==> config.mk <==
export PLATFORM = sky130hd
export DESIGN_NAME = qlc_counter
export DESIGN_NICKNAME = d
export VERILOG_FILES = /design/src/qlc_pkg.sv /design/src/qlc_counter.sv
export VERILOG_INCLUDE_DIRS = /design/src
export SDC_FILE = /design/constraint.sdc
export NUM_CORES = 1
export LEC_CHECK = 0
export BUFFER_PORTS_ARGS = -buffer_cell sky130_fd_sc_hd__buf_2
export CAP_MARGIN = 20
export CORE_UTILIZATION = 55
export CTS_BUF_LIST = sky130_fd_sc_hd__clkbuf_4
export DETAILED_ROUTE_END_ITERATION = 7
export PLACE_DENSITY = 0.8
export SLEW_MARGIN = 40
export SYNTH_ARGS = -nofsm -noshare
export SYNTH_HDL_FRONTEND = slang
export SYNTH_SLANG_ARGS = --single-unit
==> constraint.sdc <==
create_clock -name clk -period 5.3 [get_ports clk]
set_input_delay 0 -clock clk [delete_from_list [all_inputs] [get_ports clk]]
set_output_delay 0 -clock clk [all_outputs]
set_load 0.01 [all_outputs]
==> src/qlc_defs.svh <==
`ifndef QLC_DEFS_SVH
`define QLC_DEFS_SVH

`define QLC_ADDR_SNAPSHOT 32'h2040_0204
`define QLC_ADDR_RUN      32'h2040_0300
`define QLC_ADDR_ZERO     32'h2040_0310
`define QLC_ADDR_LATCH    32'h2040_0320
`define QLC_BIT_CMD       0
`define QLC_RST_COUNT     32'h0000_0000
`define QLC_RST_RUN       1'b0

`endif

==> src/qlc_pkg.sv <==
`default_nettype none
package qlc_pkg;

  // Decoded encoder step: one pulse and its direction
  typedef struct packed {
    logic step;
    logic up;
  } qlc_step_t;

  // Peek/poke request
  typedef struct packed {
    logic        wr;
    logic        rd;
    logic [31:0] addr;
    logic [31:0] wdata;
  } qlc_req_t;

endpackage
`default_nettype wire

==> src/qlc_counter.sv <==
`timescale 1ns/1ps
`default_nettype none
`include "qlc_defs.svh"

module qlc_counter #(
  parameter int CNT_W = 32
) (
  input  wire logic              clk,
  input  wire logic              arst_n,
  input  wire logic              enc_a,
  input  wire logic              enc_b,
  input  wire logic              bus_wr,
  input  wire logic              bus_rd,
  input  wire logic [31:0]       bus_addr,
  input  wire logic [31:0]       bus_wdata,
  output var  logic [31:0]       bus_rdata,
  output var  logic              bus_rvalid,
  output var  logic              enc_a_level,
  output var  logic              enc_b_level
);

  qlc_pkg::qlc_req_t  req;
  qlc_pkg::qlc_step_t stp;

  logic [1:0]       sync1;
  logic [1:0]       sync2;
  logic [1:0]       prev;
  logic [CNT_W-1:0] count;
  logic [CNT_W-1:0] snapshot;
  logic             run;
  logic             zero_cmd;
  logic             latch_cmd;

  // Next-state values for the count, snapshot, run, command and read registers
  logic [CNT_W-1:0] next_count;
  logic [CNT_W-1:0] next_snapshot;
  logic             next_run;
  logic             next_zero_cmd;
  logic             next_latch_cmd;
  logic             next_rvalid;
  logic [31:0]      next_rdata;
  logic [31:0]      read_word;
  logic [CNT_W-1:0] stepped;

  // Decoded address hits and write strobes
  logic             hit_run;
  logic             hit_zero;
  logic             hit_latch;
  logic             hit_snap;
  logic             cmd_bit;
  logic             write_run;
  logic             write_zero;
  logic             write_latch;
  logic             count_step;

  // Gray-sequence decoder; a double change is illegal and dropped
  function automatic qlc_pkg::qlc_step_t decode(input logic [1:0] p,
                                                input logic [1:0] c);
    qlc_pkg::qlc_step_t r;
    r.step = ^(p ^ c);
    r.up   = p[0] ^ c[1];
    return r;
  endfunction

  // Full compare; aliases would let stray pokes fire commands
  function automatic logic addr_is(input logic [31:0] a,
                                   input logic [31:0] base);
    return a == base;
  endfunction

  assign req = '{wr: bus_wr, rd: bus_rd, addr: bus_addr, wdata: bus_wdata};

  assign hit_run   = addr_is(req.addr, `QLC_ADDR_RUN);
  assign hit_zero  = addr_is(req.addr, `QLC_ADDR_ZERO);
  assign hit_latch = addr_is(req.addr, `QLC_ADDR_LATCH);
  assign hit_snap  = addr_is(req.addr, `QLC_ADDR_SNAPSHOT);
  assign cmd_bit   = req.wdata[`QLC_BIT_CMD];

  // Only bit 0 of a poke matters; a 0 to a command does nothing
  assign write_run   = req.wr && hit_run;
  assign write_zero  = req.wr && hit_zero && cmd_bit;
  assign write_latch = req.wr && hit_latch && cmd_bit;

  // two-stage synchroniser
  // Third stage keeps the last pair for edge detection
  always_ff @(posedge clk or negedge arst_n)
  begin
    if (!arst_n)
    begin
      sync1 <= 2'h0;
      sync2 <= 2'h0;
      prev  <= 2'h0;
    end
    else
    begin
      sync1 <= {enc_b, enc_a};
      sync2 <= sync1;
      prev  <= sync2;
    end
  end

  // pulse per edge, direction from order
  assign stp = decode(prev, sync2);

  assign next_run = write_run ? cmd_bit : run;

  always_ff @(posedge clk or negedge arst_n)
  begin
    if (!arst_n)
      run <= `QLC_RST_RUN;
    else
      run <= next_run;
  end

  // command bits self-clear after one cycle
  // One-cycle pulses; their addresses are not readable, so a read there gives zero
  assign next_zero_cmd  = write_zero;
  assign next_latch_cmd = write_latch;

  always_ff @(posedge clk or negedge arst_n)
  begin
    if (!arst_n)
    begin
      zero_cmd  <= 1'b0;
      latch_cmd <= 1'b0;
    end
    else
    begin
      zero_cmd  <= next_zero_cmd;
      latch_cmd <= next_latch_cmd;
    end
  end

  // up/down step; natural wrap
  // Wrap is plain modular arithmetic; no overflow flag
  assign count_step = run && stp.step;
  assign stepped    = stp.up ? count + CNT_W'(1) : count - CNT_W'(1);

  assign next_count = zero_cmd   ? CNT_W'(`QLC_RST_COUNT) :
                      count_step ? stepped : count;

  always_ff @(posedge clk or negedge arst_n)
  begin
    if (!arst_n)
      count <= CNT_W'(`QLC_RST_COUNT);
    else
      count <= next_count;
  end

  // snapshot takes the count before this cycle's step
  assign next_snapshot = latch_cmd ? count : snapshot;

  always_ff @(posedge clk or negedge arst_n)
  begin
    if (!arst_n)
      snapshot <= CNT_W'(`QLC_RST_COUNT);
    else
      snapshot <= next_snapshot;
  end

  // only the snapshot and the run bit are readable; unmapped reads give zero
  // Read data holds between reads so a slow poll still sees it
  assign read_word   = hit_snap ? 32'(snapshot) :
                       hit_run  ? {31'h0, run} : 32'h0000_0000;
  assign next_rvalid = req.rd;
  assign next_rdata  = req.rd ? read_word : bus_rdata;

  always_ff @(posedge clk or negedge arst_n)
  begin
    if (!arst_n)
    begin
      bus_rdata  <= 32'h0000_0000;
      bus_rvalid <= 1'b0;
    end
    else
    begin
      bus_rdata  <= next_rdata;
      bus_rvalid <= next_rvalid;
    end
  end

  always_ff @(posedge clk or negedge arst_n)
  begin
    if (!arst_n)
    begin
      enc_a_level <= 1'b0;
      enc_b_level <= 1'b0;
    end
    else
    begin
      enc_a_level <= sync2[0];
      enc_b_level <= sync2[1];
    end
  end

endmodule

`default_nettype wire

# Word-level counts from Yosys, hierarchy flattened
# Index checks and enable logic that the tools add are counted.
dict set report op_classes {
  n_addsub 2
  eq_ne 4
  mux 5
  bitwise 2
  reduce_logical 8
}
# op n
set ops {}
lappend ops {{32-bit by 30-bit equality test with 1-bit output (second input constant)} 4}
lappend ops {{32-bit 2-to-1 mux} 4}
lappend ops {{32-bit by 1-bit adder with 32-bit output (second input constant)} 1}
lappend ops {{32-bit by 1-bit subtractor with 32-bit output (second input constant)} 1}
lappend ops {{1-bit logical AND} 6}
lappend ops {{2-bit nonzero test} 1}
lappend ops {{2-bit XOR reduction} 1}
lappend ops {{2-bit XOR} 1}
lappend ops {{1-bit 2-to-1 mux} 1}
lappend ops {{1-bit XOR} 1}
dict set report word_totals {
  ff_bits 108
  input_bits 70
  out_inout_bits 35
  word_cells 33
}

# Longest topological paths before layout
dict set report logic_depth {
  ltp_word 5
  mapped_depth 14
  mapped_depth_nobuf 9
}

# Worst setup path before layout
# OpenSTA, ideal clock, no wires.
dict set report synth_path {
  path_kind {reg2reg}
  start {register prev[0]}
  end {register count[26]}
  setup_ps 128
  arrival_ps 3377
  required_time_ps 5172
  slack_ps 1795
  path_stages_with_launch 15
  path_buffers 5
  synth_period_minus_slack_ps 3505
  path_cell_list {dfrtp_1 xor2_1 buf_6 buf_2 buf_2 buf_2 buf_1 xnor2_1 ha_1 nand2_1 o21ai_0 nand4_1 or4_1 a21oi_1 mux2_1}
}
dict set report synth_between {
  elab_chain_cells 4
  elab_cells_between_ends 8
  classes_between {3 x mux; 2 x bitwise; 3 x reduce/logical}
}
# element line_no
set synth_lines {}
lappend synth_lines {{start: declaration} qlc_counter.sv:27} ;# logic [1:0] prev;
lappend synth_lines {{start signal: assignment} qlc_counter.sv:98} ;# prev <= sync2;
lappend synth_lines {{1-bit XOR / 2-bit XOR (equally long branches)} {qlc_counter.sv:61, qlc_counter.sv:60}}
lappend synth_lines {{32-bit 2-to-1 mux / 2-bit XOR reduction (equally long branches)} {qlc_counter.sv:137, qlc_counter.sv:60}}
lappend synth_lines {{32-bit 2-to-1 mux / 1-bit logical AND (equally long branches)} {qlc_counter.sv:140, qlc_counter.sv:136}}
lappend synth_lines {{32-bit 2-to-1 mux / 2-bit nonzero test (equally long branches)} n/a}
lappend synth_lines {{end signal: assignment} qlc_counter.sv:145} ;# count <= CNT_W'(`QLC_RST_COUNT);
lappend synth_lines {{end signal: assignment} qlc_counter.sv:147} ;# count <= next_count;
lappend synth_lines {{end: declaration} qlc_counter.sv:28} ;# logic [CNT_W-1:0] count;
# Parallel ways exist; a longest one is shown, timed or not. The select of a mux whose other input is x is not followed.
# A chain may end at the register's enable or synchronous reset.

# Final worst setup path
dict set report layout_path {
  start {input port bus_addr[21]}
  end {register run}
}
dict set report layout_between {
  elab_chain_cells 2
}
# element line_no
set layout_lines {}
lappend layout_lines {{start: declaration} qlc_counter.sv:14} ;# input wire logic [31:0] bus_addr,
lappend layout_lines {{32-bit by 30-bit equality test with 1-bit output} qlc_counter.sv:68} ;# return a == base;
lappend layout_lines {{1-bit logical AND} qlc_counter.sv:80} ;# assign write_run = req.wr && hit_run;
lappend layout_lines {{end signal: assignment} qlc_counter.sv:110} ;# run <= `QLC_RST_RUN;
lappend layout_lines {{end signal: assignment} qlc_counter.sv:112} ;# run <= next_run;
lappend layout_lines {{end: declaration} qlc_counter.sv:30} ;# logic run;
# Every way passes these cells.

==> results by group <==
Global routing
  – Largest net degree at the start of global routing: slightly above 60
  – Vias in the first global route: approximately 5100
  – First-pass GRT wire length: roughly 25 mm
  – Total track usage: 0.2845
  – Remaining global-route overflow: 0
  – Initial antenna violation count: 0

Worst setup path
  – R2R Setup Slk: between 1500 and 2000 ps
  – Peak fanout along the critical path: 3
  – Slowest CP cell: dlygate4sd3_1
  – WS Path Type: in2reg
  – Reg-to-reg startpoint: sync2[1]
  – Crit-path cells: dlygate4sd3_1, buf_2, nor4b_1, dlygate4sd3_1, nand3_1, dlygate4sd3_1, nor2_1, dlygate4sd3_1, nand2_1, nor2_1, mux2_2, dlygate4sd3_1
  – RR Endpoint: count[31]
  – Crit path arrival time: 4020 ps
  – Most used cell, CP: dlygate4sd3_1
  – Data required time of the worst path: approximately 5700 ps
  – Crit end category: flip-flop
  – Cells on worst reg2reg path: 8
  – CP peak stage delay: between 600 and 700 ps
  – Type of origin of the critical path: input pin

Worst hold path
  – Hold Path Class: in2async

STA
  – Setup Skew: 26.81 ps
  – Final Slew Violations: 0
  – Tcrit/Tclk final: 0.6839
  – Minimum clock period: about 3600 ps
  – TNS Setup: 0 ps
  – Worst hold slack: around 18 ps
  – Worst-margin pin slew: roughly 740 ps
  – Worst setup margin: between 1500 and 2000 ps
  – Worst relative slew slack: 0.4983
  – # setup viols final: 0
  – RSZ-0062 raised after global routing: false
  – Fmax: approximately 280 MHz
  – Final Hold Violating Endpoints: 0

Pwr
  – Net switching power: ~0.00037 W
  – Pint: 0.0009630 W
  – Leak pwr: roughly 3.1 nW
  – Switching part of the total: 0.2760
  – Worst vdd ir: 0.1558 mV
  – Sequential share of power: 0.612
  – Power per Cell Area: just under 200 nW/um^2
  – Comb power frac: 0.105
  – Clock power share: 0.283

Layout
  – Register area: between 2000 and 3000 um^2
  – Ant diodes: 0
  – Area growth, synth to finish: 10.49%
  – Final Cell Area: just under 7000 um^2
  – Multi-input logic area: approximately 3000 um^2
  – Fillers: roughly 920
  – Share of layout cells above drive strength 1: 0.1942
  – Nets: about 800

Clocking
  – Clock Latency Late Sink: 500 ps
  – Clock-pin slew on the worst setup and hold paths: about 150 ps
  – Root buf cell: clkbuf_4
  – TritonCTS clock tree: yes
  – Post-CTS Resized: 0
  – CTS H-Tree Depth: 3
  – Hold_buf cts: 15
  – Cts bufs inserted: 9
  – Clock Sinks: 106
  – Post-CTS Repair Setup Buffers: 0
  – CTS Buffer Depth: 2

Floorplanning
  – Number of cell rows: 38
  – Die area: 11490 um^2
  – # IOs: roughly 110
  – Die height: approximately 110 um
  – Initial Utilization: 0.5638
  – Core area: between 10000 and 15000 um^2
  – DIE WIDTH: 107.2 um

Placement
  – DP Wirelength: approximately 10 mm
  – # port buffers: 73
  – Cell Area, Placed: about 6400 um^2
  – Placement-stage worst setup slack: approximately 1900 ps
  – RePlAce Congestion: slightly below 0.9

Synth
  – Post-synthesis cell area: roughly 6100 um^2
  – Register bit count reported by yosys: about 110
  – Synth warnings: 0
  – Post-Syn Area per Cell: slightly above 9 um^2
  – EDFF count, synth: 0
  – Dominant synthesized flop cell: dfrtp_1
  – Sequential cell area fraction in the yosys report: 0.4359
  – Syn Nets: around 740
  – Async S/R FF share, synth: 1.000
  – Cell variety after synth: 60
  – Cells after synthesis: approximately 670

Outcome
  – Outcome: finished, final reports clean

Detailed routing
  – DRC Markers: 0
  – DR WL/cell: 17.69 um
  – Vias: between 5000 and 6000
  – Post-Route WL: about 15 mm
  – DRT antenna net count: 0
  – Drt pass-1 iters: 5
  – Vias per cell: about 6.1
  – 1st-iter DRT viols: 333

Job
  – Number of max-cap violations: 0
metal layers:
layer | up-vias | part of all wire | track usage
met2 | 139 | 0.49 | 0.4714
met3 | 35 | 0.039 | 0.03526
met5 | - | 0 | 0
met4 | 0 | 0.027 | 0.1341
li1 | 2497 | - | -
met1 | 2557 | 0.44 | 0.3703
cells in the final DEF, fill, tap and decap left out, types with 3 or more instances in the layout:
master / count
mux2_1: 7
nand4_1: 24
mux2_2: 37
a31oi_1: 6
nand2_1: 57
and2_1: 3
o21ai_0: 55
nand3_1: 18
a21oi_1: 25
dfrtp_1: 106
nor3b_1: 4
buf_4: 4
or4_1: 23
o211ai_1: 3
xor2_1: 5
nor3_1: 16
buf_2: 72
nor4b_1: 4
clkbuf_4: 9
ha_1: 3
or3_1: 15
mux2i_1: 21
nor2_1: 53
nor2b_1: 13
and4_1: 3
or2_2: 3
xnor2_1: 10
and3_1: 7
dlygate4sd3_1: 15
nor4_1: 15
inv_1: 35
worst max-delay path by stage:
stage,from,endpoint,slack (ps),cells past startpoint
after floorplan,prev[0],count[26],1800,14
final,bus_addr[21],run,1680,12
after CTS,sync2[1],count[31],1820,8
after global placement,sync2[1],count[31],1900,8
after detailed placement,sync2[1],count[31],1850,8
after global routing,sync2[1],count[30],1610,9
kinds of logic (layout without fill, tap and decap cells):
| logic type | Yosys count | after routing | synth area share |
|---|---|---|---|
| AND/OR/NAND/NOR | 267 | 267 | 0.2359 |
| AO/OA/AOI/OAI | 119 | 119 | 0.1172 |
| flip-flops | 106 | 106 | 0.4359 |
| buffers and inverters | 92 | 144 | 0.06210 |
| multiplexers | 66 | 66 | 0.1197 |
| XOR/XNOR | 16 | 16 | 0.02303 |
| adder cells (fa/ha/maj) | 3 | 3 | 0.006170 |
cells in the mapped netlist, drive strengths merged, types with 2 or more instances:
master	count	area, um^2
a2111oi	3	32.53
a211oi	2	15.01
a21oi	25	125.1
a22oi	2	15.01
a311oi	2	17.52
a31oi	6	37.54
a32oi	2	17.52
a41oi	2	17.52
and2	3	18.77
and3	7	43.79
and3b	2	17.52
and4	4	35.03
buf	14	71.31
clkbuf	42	157.7
dfrtp	106	2653
ha	3	37.54
inv	35	131.4
mux2	44	495.5
mux2i	22	232.7
nand2	58	217.7
nand3	18	90.09
nand4	24	150.1
nor2	53	198.9
nor2b	13	81.33
nor3	16	80.08
nor3b	4	30.03
nor4	17	127.6
nor4b	4	35.03
o211ai	3	22.52
o21ai	57	285.3
o21bai	2	15.01
o22ai	2	12.51
or2	4	25.03
or3	15	93.84
or4	23	172.7
xnor2	10	87.58
xor2	6	52.55
final cells by class:
type / instances / area share
Clock buffer: 9 / 0.01005
Clock inverter: 7 / 0.007445
Inverter: 36 / 0.02215
Multi-Input combinational cell: 471 / 0.4577
Sequential cell: 106 / 0.3946
Tap cell: 140 / 0.02606
Timing Repair Buffer: 92 / 0.08208
through the flow:
| stage | power, W | instances | util |
|---|---|---|---|
| final | 0.001330 | 861 | 0.6229 |
| after global routing | 0.001385 | 861 | 0.6229 |
| after CTS | 0.001338 | 861 | 0.6223 |
| after detailed placement | 0.0009614 | 830 | 0.5975 |
| after global placement | 0.0009587 | 830 | 0.5974 |
| after floorplan | 0.0009126 | 669 | - |
critical path: cells and delay by family:
kind / cells / cell delay (ps)
mux: 1 / 330
simple gates: 5 / 690
buf+inv: 6 / 3000
state kept, by name, indices dropped and copies added, names as in the netlist:
register	flops
sync1	2
run	1
snapshot	32
latch_cmd	1
zero_cmd	1
bus_rdata	32
bus_rvalid	1
prev	1
enc_b_level	1
sync2	2
count	32
power by group through the flow:
| stage | clock, W | sequential [W] | combinational, W |
|---|---|---|---|
| after floorplan | 0 | 0.000829 | 0.0000838 |
| after global placement | 0 | 0.000829 | 0.000130 |
| after detailed placement | 0 | 0.000829 | 0.000133 |
| after CTS | 0.000387 | 0.000814 | 0.000138 |
| after global routing | 0.000416 | 0.000814 | 0.000155 |
| final | 0.000377 | 0.000814 | 0.000139 |
No activity file was read; power rests on OpenSTA's default activity.
